### config.mk
export PLATFORM = sky130hd
export DESIGN_NAME = stack_guard
export DESIGN_NICKNAME = d
export VERILOG_FILES = /design/src/verilog/guard_pkg.sv /design/src/verilog/stack_guard.sv
export SDC_FILE = /design/constraint.sdc
export NUM_CORES = 1
export LEC_CHECK = 0
export ABC_CLOCK_PERIOD_IN_PS = 5000
export BUFFER_PORTS_ARGS = -buffer_cell sky130_fd_sc_hd__clkbuf_2
export CAP_MARGIN = 5
export CORE_MARGIN = 3
export CORE_UTILIZATION = 40
export CTS_BUF_LIST = sky130_fd_sc_hd__clkbuf_8
export DETAILED_ROUTE_END_ITERATION = 10
export PLACE_DENSITY = 0.68
export SLEW_MARGIN = 10
export SYNTH_ARGS = -nofsm -noshare
export SYNTH_HDL_FRONTEND = slang
export SYNTH_SLANG_ARGS = --single-unit
export TNS_END_PERCENT = 10
### constraint.sdc
create_clock -name clk -period 5 [get_ports clk]
set_clock_uncertainty 0.2 [all_clocks]
set_input_delay 1.25 -clock clk [delete_from_list [all_inputs] [get_ports clk]]
set_output_delay 1.25 -clock clk [all_outputs]
set_load 0.01 [all_outputs]
### src/verilog/guard_pkg.sv
// Purpose: Shared constants for the stack limit and secure RAM guard.
// Assumes: 16-bit data space addresses, word-aligned stack.
// Notes: Register byte address is four times the register index.
package guard_pkg;

  // ****************************************
  // Register indexes and byte addresses
  // ****************************************
  localparam logic [15:0] BOOT_RAM_CTRL_IDX = 16'h0750;
  localparam logic [15:0] SECURE_RAM_CTRL_IDX = 16'h0752;
  localparam logic [15:0] STACK_LIMIT_IDX = 16'h0780;
  localparam logic [15:0] STACK_PTR_IDX = 16'h0782;
  localparam logic [15:0] ERR_STATUS_IDX = 16'h0784;
  localparam logic [17:0] BOOT_RAM_CTRL_ADDR = {BOOT_RAM_CTRL_IDX, 2'b00};
  localparam logic [17:0] SECURE_RAM_CTRL_ADDR = {SECURE_RAM_CTRL_IDX, 2'b00};
  localparam logic [17:0] STACK_LIMIT_ADDR = {STACK_LIMIT_IDX, 2'b00};
  localparam logic [17:0] STACK_PTR_ADDR = {STACK_PTR_IDX, 2'b00};
  localparam logic [17:0] ERR_STATUS_ADDR = {ERR_STATUS_IDX, 2'b00};

  // ****************************************
  // Field positions and reset values
  // ****************************************
  localparam int LOCK_BIT = 0;
  localparam int READ_GUARD_BIT = 1;
  localparam int WRITE_GUARD_BIT = 2;
  localparam logic [2:0] RAM_CTRL_RESET = 3'h0;
  localparam int OVF_BIT = 0;
  localparam int UNF_BIT = 1;
  localparam int BOOT_VIOL_BIT = 2;
  localparam int SEC_VIOL_BIT = 3;
  localparam logic [15:0] STACK_FLOOR = 16'h0800;
  localparam logic [15:0] STACK_PTR_RESET = 16'h0800;
  localparam logic [15:0] WORD_STEP = 16'h0002;
  localparam logic [7:0] PC_MSB_MASK = 8'h7F;

  // ****************************************
  // Operation and segment codes
  // ****************************************
  typedef enum logic [1:0] {OP_PUSH, OP_POP, OP_EA} stack_op_t;
  typedef enum logic [1:0] {PUSH_DATA, PUSH_CALL, PUSH_EXC} push_kind_t;
  typedef enum logic [1:0] {SEG_GENERAL, SEG_BOOT, SEG_SECURE} fetch_seg_t;

endpackage : guard_pkg

### src/verilog/stack_guard.sv
// Purpose: Software stack pointer with limit and floor checks, plus secure RAM guards.
// Assumes: CPU-side inputs are on clk; APB slave adds one wait state.
// Notes: The stack limit has no reset value; software loads it first.

module stack_guard #(
  parameter logic [15:0] BOOT_RAM_BASE = 16'h0800,
  parameter logic [15:0] BOOT_RAM_END = 16'h08FF,
  parameter logic [15:0] SECURE_RAM_BASE = 16'h0900,
  parameter logic [15:0] SECURE_RAM_END = 16'h09FF
) (
  // Clock and reset
  input wire logic clk,
  input wire logic rst_n,
  // APB slave
  input wire logic psel,
  input wire logic penable,
  input wire logic pwrite,
  input wire logic [31:0] paddr,
  input wire logic [31:0] pwdata,
  output logic [31:0] prdata,
  output logic pready,
  output logic pslverr,
  // Stack requests from the address generators
  input wire logic stack_req,
  input wire guard_pkg::stack_op_t stack_op,
  input wire guard_pkg::push_kind_t push_kind,
  input wire logic [15:0] push_data,
  input wire logic [7:0] pc_msb_byte,
  input wire logic [7:0] status_low_byte,
  input wire logic [15:0] effective_address,
  // Stack results
  output logic [15:0] stack_pointer_reg,
  output logic stack_mem_we,
  output logic stack_mem_re,
  output logic [15:0] stack_mem_addr,
  output logic [15:0] stack_mem_wdata,
  output logic stack_trap,
  // Data RAM guard
  input wire logic ram_req,
  input wire logic ram_write,
  input wire logic [15:0] ram_addr,
  input wire guard_pkg::fetch_seg_t fetch_seg,
  output logic ram_grant,
  output logic ram_fault
);

  // ****************************************
  // APB slave
  // ****************************************
  logic ack_q;
  logic wr_en;
  logic rd_first;
  logic [31:0] prdata_q;
  logic hit;
  logic [17:0] byte_addr;
  logic [15:0] stack_limit_reg;
  logic [2:0] boot_ctrl_q;
  logic [2:0] sec_ctrl_q;
  logic [3:0] err_q;
  logic [3:0] err_set;

  assign byte_addr = paddr[17:0];
  assign hit = (paddr[31:18] == 14'h0000) &&
               (byte_addr == guard_pkg::BOOT_RAM_CTRL_ADDR ||
                byte_addr == guard_pkg::SECURE_RAM_CTRL_ADDR ||
                byte_addr == guard_pkg::STACK_LIMIT_ADDR ||
                byte_addr == guard_pkg::STACK_PTR_ADDR ||
                byte_addr == guard_pkg::ERR_STATUS_ADDR);
  assign rd_first = psel && penable && !ack_q;
  assign wr_en = psel && penable && ack_q && pwrite && hit;
  assign pready = ack_q;
  assign pslverr = ack_q && !hit;
  assign prdata = prdata_q;

  always_ff @(posedge clk or negedge rst_n) begin
    if (!rst_n) begin
      ack_q <= 1'b0;
    end else begin
      ack_q <= rd_first;
    end
  end

  always_ff @(posedge clk or negedge rst_n) begin
    if (!rst_n) begin
      prdata_q <= 32'h0000_0000;
    end else if (rd_first) begin
      prdata_q <= 32'h0000_0000;
      case (byte_addr)
        guard_pkg::BOOT_RAM_CTRL_ADDR: prdata_q[2:0] <= boot_ctrl_q;
        guard_pkg::SECURE_RAM_CTRL_ADDR: prdata_q[2:0] <= sec_ctrl_q;
        guard_pkg::STACK_LIMIT_ADDR: prdata_q[15:0] <= stack_limit_reg;
        guard_pkg::STACK_PTR_ADDR: prdata_q[15:0] <= stack_pointer_reg;
        guard_pkg::ERR_STATUS_ADDR: prdata_q[3:0] <= err_q;
        default: prdata_q <= 32'h0000_0000;
      endcase
    end
  end

  // ****************************************
  // Stack limit
  // ****************************************
  // no reset value
  // Left without reset on purpose: overflow checks are meaningless until software loads it.
  always_ff @(posedge clk) begin
    if (wr_en && byte_addr == guard_pkg::STACK_LIMIT_ADDR) begin
      stack_limit_reg <= {pwdata[15:1], 1'b0};
    end
  end

  // ****************************************
  // RAM segment controls
  // ****************************************
  // Once the lock bit is set, the guard bits hold until reset.
  always_ff @(posedge clk or negedge rst_n) begin
    if (!rst_n) begin
      boot_ctrl_q <= guard_pkg::RAM_CTRL_RESET;
    end else if (wr_en && byte_addr == guard_pkg::BOOT_RAM_CTRL_ADDR &&
                 !boot_ctrl_q[guard_pkg::LOCK_BIT]) begin
      boot_ctrl_q <= pwdata[2:0];
    end
  end

  always_ff @(posedge clk or negedge rst_n) begin
    if (!rst_n) begin
      sec_ctrl_q <= guard_pkg::RAM_CTRL_RESET;
    end else if (wr_en && byte_addr == guard_pkg::SECURE_RAM_CTRL_ADDR &&
                 !sec_ctrl_q[guard_pkg::LOCK_BIT]) begin
      sec_ctrl_q <= pwdata[2:0];
    end
  end

  // ****************************************
  // Stack checks
  // ****************************************
  logic [15:0] check_addr;
  logic [15:0] push_word;
  logic ovf;
  logic unf;
  logic stack_fault;

  always_comb begin
    check_addr = stack_pointer_reg;
    case (stack_op)
      guard_pkg::OP_POP: check_addr = stack_pointer_reg - guard_pkg::WORD_STEP;
      guard_pkg::OP_EA: check_addr = effective_address;
      default: check_addr = stack_pointer_reg;
    endcase
  end

  assign ovf = check_addr > stack_limit_reg;
  assign unf = check_addr < guard_pkg::STACK_FLOOR;
  assign stack_fault = stack_req && (ovf || unf);

  always_comb begin
    case (push_kind)
      guard_pkg::PUSH_CALL: push_word = {pc_msb_byte & guard_pkg::PC_MSB_MASK, push_data[7:0]};
      guard_pkg::PUSH_EXC: push_word = {status_low_byte, pc_msb_byte};
      default: push_word = push_data;
    endcase
  end

  always_ff @(posedge clk or negedge rst_n) begin
    if (!rst_n) begin
      stack_pointer_reg <= guard_pkg::STACK_PTR_RESET;
    end else if (wr_en && byte_addr == guard_pkg::STACK_PTR_ADDR) begin
      stack_pointer_reg <= {pwdata[15:1], 1'b0};
    end else if (stack_req && !stack_fault && stack_op == guard_pkg::OP_PUSH) begin
      stack_pointer_reg <= stack_pointer_reg + guard_pkg::WORD_STEP;
    end else if (stack_req && !stack_fault && stack_op == guard_pkg::OP_POP) begin
      stack_pointer_reg <= check_addr;
    end
  end

  always_ff @(posedge clk or negedge rst_n) begin
    if (!rst_n) begin
      stack_mem_we <= 1'b0;
      stack_mem_re <= 1'b0;
      stack_mem_addr <= 16'h0000;
      stack_mem_wdata <= 16'h0000;
      stack_trap <= 1'b0;
    end else begin
      stack_mem_we <= stack_req && !stack_fault && stack_op == guard_pkg::OP_PUSH;
      stack_mem_re <= stack_req && !stack_fault && stack_op != guard_pkg::OP_PUSH;
      stack_mem_addr <= check_addr;
      stack_mem_wdata <= push_word;
      stack_trap <= stack_fault;
    end
  end

  // ****************************************
  // Secure RAM guard
  // ****************************************
  logic in_boot;
  logic in_sec;
  logic boot_bad;
  logic sec_bad;
  logic guard_on;

  assign in_boot = ram_addr >= BOOT_RAM_BASE && ram_addr <= BOOT_RAM_END;
  assign in_sec = ram_addr >= SECURE_RAM_BASE && ram_addr <= SECURE_RAM_END;

  always_comb begin
    guard_on = ram_write ? boot_ctrl_q[guard_pkg::WRITE_GUARD_BIT]
                         : boot_ctrl_q[guard_pkg::READ_GUARD_BIT];
    boot_bad = ram_req && in_boot && guard_on && fetch_seg != guard_pkg::SEG_BOOT;
  end

  assign sec_bad = ram_req && in_sec && fetch_seg != guard_pkg::SEG_SECURE &&
                   (ram_write ? sec_ctrl_q[guard_pkg::WRITE_GUARD_BIT]
                              : sec_ctrl_q[guard_pkg::READ_GUARD_BIT]);

  always_ff @(posedge clk or negedge rst_n) begin
    if (!rst_n) begin
      ram_grant <= 1'b0;
      ram_fault <= 1'b0;
    end else begin
      ram_grant <= ram_req && !boot_bad && !sec_bad;
      ram_fault <= boot_bad || sec_bad;
    end
  end

  // ****************************************
  // Sticky error flags
  // ****************************************
  assign err_set = {sec_bad, boot_bad, stack_req && unf, stack_req && ovf && !unf};

  // sticky flag set
  // Write one to clear; a new event in the same cycle keeps its bit set.
  always_ff @(posedge clk or negedge rst_n) begin
    if (!rst_n) begin
      err_q <= 4'h0;
    end else if (wr_en && byte_addr == guard_pkg::ERR_STATUS_ADDR) begin
      err_q <= (err_q & ~pwdata[3:0]) | err_set;
    end else begin
      err_q <= err_q | err_set;
    end
  end

  // ****************************************
  // Checks
  // ****************************************
  a_push_advances: assert property (@(posedge clk) disable iff (!rst_n)
    stack_req && stack_op == guard_pkg::OP_PUSH && !stack_fault && !wr_en
    |=> stack_pointer_reg == $past(stack_pointer_reg) + guard_pkg::WORD_STEP)
    else $error("push did not advance stack pointer");

  a_pop_reads_below: assert property (@(posedge clk) disable iff (!rst_n)
    stack_req && stack_op == guard_pkg::OP_POP && !stack_fault
    |=> stack_mem_re && stack_mem_addr == $past(stack_pointer_reg) - guard_pkg::WORD_STEP)
    else $error("pop did not read below pointer");

  a_call_msb_clear: assert property (@(posedge clk) disable iff (!rst_n)
    stack_req && stack_op == guard_pkg::OP_PUSH && push_kind == guard_pkg::PUSH_CALL
    |=> !stack_mem_wdata[15])
    else $error("call push top bit not clear");

  a_exc_status_byte: assert property (@(posedge clk) disable iff (!rst_n)
    stack_req && push_kind == guard_pkg::PUSH_EXC
    |=> stack_mem_wdata[15:8] == $past(status_low_byte))
    else $error("exception push lost status byte");

  a_limit_bit0_zero: assert property (@(posedge clk) disable iff (!rst_n)
    $past(wr_en) && $past(byte_addr) == guard_pkg::STACK_LIMIT_ADDR |-> !stack_limit_reg[0])
    else $error("limit bit zero set");

  a_equal_limit_ok: assert property (@(posedge clk) disable iff (!rst_n)
    stack_req && stack_op == guard_pkg::OP_PUSH && stack_pointer_reg == stack_limit_reg &&
    !unf |=> stack_mem_we && !stack_trap)
    else $error("push at limit trapped");

  a_over_limit_trap: assert property (@(posedge clk) disable iff (!rst_n)
    stack_req && check_addr > stack_limit_reg |=> stack_trap && !stack_mem_we)
    else $error("overflow not trapped");

  a_floor_trap: assert property (@(posedge clk) disable iff (!rst_n)
    stack_req && check_addr < guard_pkg::STACK_FLOOR |=> stack_trap ##0 err_q[guard_pkg::UNF_BIT])
    else $error("underflow not trapped");

  a_boot_guard: assert property (@(posedge clk) disable iff (!rst_n)
    ram_req && in_boot && fetch_seg != guard_pkg::SEG_BOOT &&
    boot_ctrl_q[guard_pkg::READ_GUARD_BIT] && !ram_write |=> ram_fault && !ram_grant)
    else $error("boot RAM read not blocked");

  a_secure_guard: assert property (@(posedge clk) disable iff (!rst_n)
    ram_req && in_sec && fetch_seg != guard_pkg::SEG_SECURE &&
    sec_ctrl_q[guard_pkg::WRITE_GUARD_BIT] && ram_write |=> ram_fault && !ram_grant)
    else $error("secure RAM write not blocked");

  a_sticky_flag: assert property (@(posedge clk) disable iff (!rst_n)
    stack_trap && !$past(wr_en) |-> err_q[guard_pkg::OVF_BIT] || err_q[guard_pkg::UNF_BIT])
    else $error("trap left no flag");

  a_push_at_pointer: assert property (@(posedge clk) disable iff (!rst_n)
    stack_req && stack_op == guard_pkg::OP_PUSH && !stack_fault
    |=> stack_mem_we && stack_mem_addr == $past(stack_pointer_reg))
    else $error("push did not write at pointer");

  a_pop_moves_pointer: assert property (@(posedge clk) disable iff (!rst_n)
    stack_req && stack_op == guard_pkg::OP_POP && !stack_fault && !wr_en
    |=> stack_pointer_reg == $past(stack_pointer_reg) - guard_pkg::WORD_STEP)
    else $error("pop did not lower stack pointer");

  a_ea_reads_address: assert property (@(posedge clk) disable iff (!rst_n)
    stack_req && stack_op == guard_pkg::OP_EA && !stack_fault
    |=> stack_mem_re && stack_mem_addr == $past(effective_address))
    else $error("checked address not passed on");

  a_fault_blocks_access: assert property (@(posedge clk) disable iff (!rst_n)
    stack_fault |=> stack_trap && !stack_mem_we && !stack_mem_re)
    else $error("faulting access reached memory");

  a_fault_holds_pointer: assert property (@(posedge clk) disable iff (!rst_n)
    stack_fault && !wr_en |=> $stable(stack_pointer_reg))
    else $error("faulting access moved stack pointer");

  a_lock_freezes_boot: assert property (@(posedge clk) disable iff (!rst_n)
    boot_ctrl_q[guard_pkg::LOCK_BIT] |=> $stable(boot_ctrl_q))
    else $error("locked boot RAM control changed");

endmodule : stack_guard

==> results by group <==
Synth
  – Async S/R FF share, synth: 0.842
  – Area leader, netlist: dfrtp_1
  – Register bit total from synthesis: 95
  – Largest family of logic cells by synthesized area: compound AO/OA/AOI/OAI gates
  – Avg Synthesized Cell Area: 9.30 um^2
  – Xor/xnor cell area share of the yosys netlist: 0
  – Number of synthesized flops with an enable pin: 15
  – Synth cell types: 69
  – Commonest cells post-synth: dfrtp_1, nand2_1, o21ai_0
  – Post-synthesis simple-gate area fraction: 0.190
  – Post-Synth Adder-Cell Area: 0.0494
  – Sequential fraction of the synthesis area: 0.440
  – Synth Area in Compound Gates: 0.228
  – Area share of the largest cell type after synthesis: 0.355
  – Mux cell area share after synthesis: 0.0173
  – Number of synthesis warnings: 0
  – Top_reg_cell synth: dfrtp_1
  – Top-count cell post-synth: dfrtp_1
  – Cell Area, Synth: 0.00557 mm^2
  – Mapped Cells: 599
  – Synth top area cells: dfrtp_1, edfxtp_1, ha_1

Worst setup path
  – Worst path max stage delay: roughly 0.43 ns
  – CP Depth: 19
  – Slowest CP cell: a311oi_2
  – Setup CP Type: in -> reg
  – WP data required: around 5 ns
  – Worst Reg-to-Reg Cells: 16
  – Cell family with most CP delay: compound AO/OA/AOI/OAI gates
  – Critical path, cell by cell: clkbuf_2 > inv_1 > ha_1 > nand2b_1 > nand2_1 > a41oi_1 > a311oi_2 > inv_1 > ha_1 > nand2_1 > nor4_1 > buf_4 > and3_1 > a32oi_1 > a31o_2 > buf_4 > or3_1 > a21oi_1 > a211o_1
  – Crit path buf inv count: 5
  – Crit. End Element: flop
  – WP data arrival: just under 5 ns
  – Crit Path Max Fanout: 8
  – Crit start category: input pin

Timing
  – Final Slew Violations: 0
  – Fin. Hold Viols: 0
  – Max_slew headroom: 0.316
  – Final setup violation count: 0
  – Worst-margin pin slew: approximately 1 ns
  – Final worst path period share: 0.939
  – Max Clk Rate: between 200 and 250 MHz
  – Setup TNS: 0 ns
  – RSZ-0062 raised after global routing: no
  – Min cycle time layout: approximately 4.7 ns
  – Worst hold slack: 0.289 ns

Power
  – Leakage: ~3.6 nW
  – P per Cell Area: roughly 370 mW/mm^2
  – Maximum vdd drop: ~0.16 mV

Clocking
  – Clock-pin transition on the worst setup and hold timing paths: roughly 0.09 ns
  – Clock root buffer: clkbuf_8
  – Htree depth: 3
  – CTS tree: done
  – Postcts setup bufs: 0
  – Hold Buf Count CTS: 0
  – Clk sinks: between 90 and 100
  – Number of buffers on the longest clock path: 2
  – Later-pin clock latency in the skew report: 0.37 ns
  – Number of gates resized after CTS: 0
  – CTS buffer count: 9

Die
  – Num rows: 42
  – Core area: roughly 0.013 mm^2
  – Die width: approximately 120 um
  – DIE HEIGHT: between 100 and 150 um
  – Die area: 0.0154 mm^2
  – Starting density of the core: 0.414
  – Top Ports: between 200 and 250

Hold path
  – Hold Path Depth: 2
  – HP Class: reg -> reg

Global routing
  – Total GRT Usage: 0.234
  – Pin count of the biggest net entering global routing: 81
  – Remaining global-route overflow: 0
  – Initial antenna violation count: 0
  – Vias in the first global route: 5290
  – First-pass GRT wire length: approximately 27 mm

Routing
  – Post-route DRC: 0
  – DR vias: about 5500
  – Drt total wl: roughly 18 mm
  – Routed len/inst: ~18 um
  – Routed vias/inst: approximately 5.5
  – Final antenna-violating net count: 0
  – Drt first-iter violations: ~470
  – DRT Pass-1 Iters: 5

Cells and area
  – Post-Layout Cell Count: roughly 1000
  – Nets@finish: 974
  – Ant diodes: 0
  – Share of layout cells above drive strength 1: 0.341
  – Area growth syn-to-layout: 27.2%
  – Filler cells: 1306

Status
  – Status: complete, no violations

Placed design
  – Hpwl dp: between 10 and 15 mm
  – Final Wtd Congestion: 0.862
  – I/O Buffers: 188
  – Cells after DPL: approximately 980

Run
  – Max Cap Violations: 0
cell families (layout without fill, tap and decap cells):
| group | after synthesis | count (layout) |
|---|---|---|
| and+or+nand+nor | 205 | 205 |
| AOI/OAI and AO/OA | 180 | 180 |
| DFF | 95 | 95 |
| buffers and inverters | 87 | 288 |
| adders and majority gates | 22 | 22 |
| muxes | 9 | 9 |
| other | 1 | 16 |
worst paths after layout:
kind | slack, ns | end | from
worst min-delay path | 0.29 | prdata[15] | prdata[15]
worst max-delay path | 0.31 | stack_pointer_reg[14] | stack_op[0]
worst min register to register | 0.29 | prdata[15] | prdata[15]
max in group asynchronous | 3.09 | stack_mem_addr[3] | rst_n
worst max register to register | 0.48 | stack_pointer_reg[14] | stack_pointer_reg[7]
min in group asynchronous | 0.84 | stack_mem_addr[5] | rst_n
cell usage in the layout (no fill, tap or decap), types with 4 or more instances in the layout:
cell type / instances
ha_1: 22
and2_1: 8
nor2_1: 31
mux2_2: 5
mux2i_1: 4
inv_1: 34
a21oi_1: 27
nor4_1: 11
nand2_1: 73
nand3_1: 14
a31o_2: 4
nor3_1: 7
a22o_1: 20
conb_1: 16
edfxtp_1: 15
dfrtp_1: 79
or4_1: 4
o31ai_1: 4
a22oi_1: 22
nand3b_1: 6
clkbuf_8: 9
nand2b_1: 9
o21ai_0: 54
and3_1: 15
clkbuf_2: 187
a221o_1: 8
buf_4: 52
nor2b_1: 4
final cells by class:
type | count | area, um^2 | share of cell area
inverter | 33 | 124 | 0.0175
multi-input combinational | 432 | 2770 | 0.391
tap | 176 | 220 | 0.0311
clock buffer | 9 | 124 | 0.0175
timing repair buffer | 239 | 1330 | 0.187
sequential | 95 | 2450 | 0.346
clock inverter | 7 | 65.1 | 0.00918
report_power, final:
part / internal (mW) / switching (mW) / total (mW)
sequential: 0.891 / 0.0907 / 0.981
clock: 0.228 / 0.280 / 0.508
combinational: 0.488 / 0.680 / 1.17
layer usage:
layer,GRT usage,wire length (um),vias up
met3,0.0522,1650,22
met5,0,0,-
met4,0.0691,207,0
met1,0.318,7760,2569
met2,0.376,8440,281
li1,-,-,2596
stage by stage:
| stage | util | cell area, um^2 | setup slack [ns] | total power [mW] |
|---|---|---|---|---|
| after global routing | 0.527 | 7090 | 0.142 | 2.82 |
| after detailed placement | 0.513 | 6900 | -0.0141 | 2.15 |
| after floorplan | - | 5640 | 0.0944 | 1.62 |
| after global placement | 0.513 | 6900 | 0.0412 | 2.12 |
| final | 0.527 | 7090 | 0.306 | 2.66 |
| after CTS | 0.527 | 7090 | 0.386 | 2.66 |
tightest hold or removal path, cell delays in order (launching register included):
cell,delay (ns)
dfrtp_1,0.35
nand2_1,0.05
o21ai_0,0.06
No activity file was read; power rests on OpenSTA's default activity.
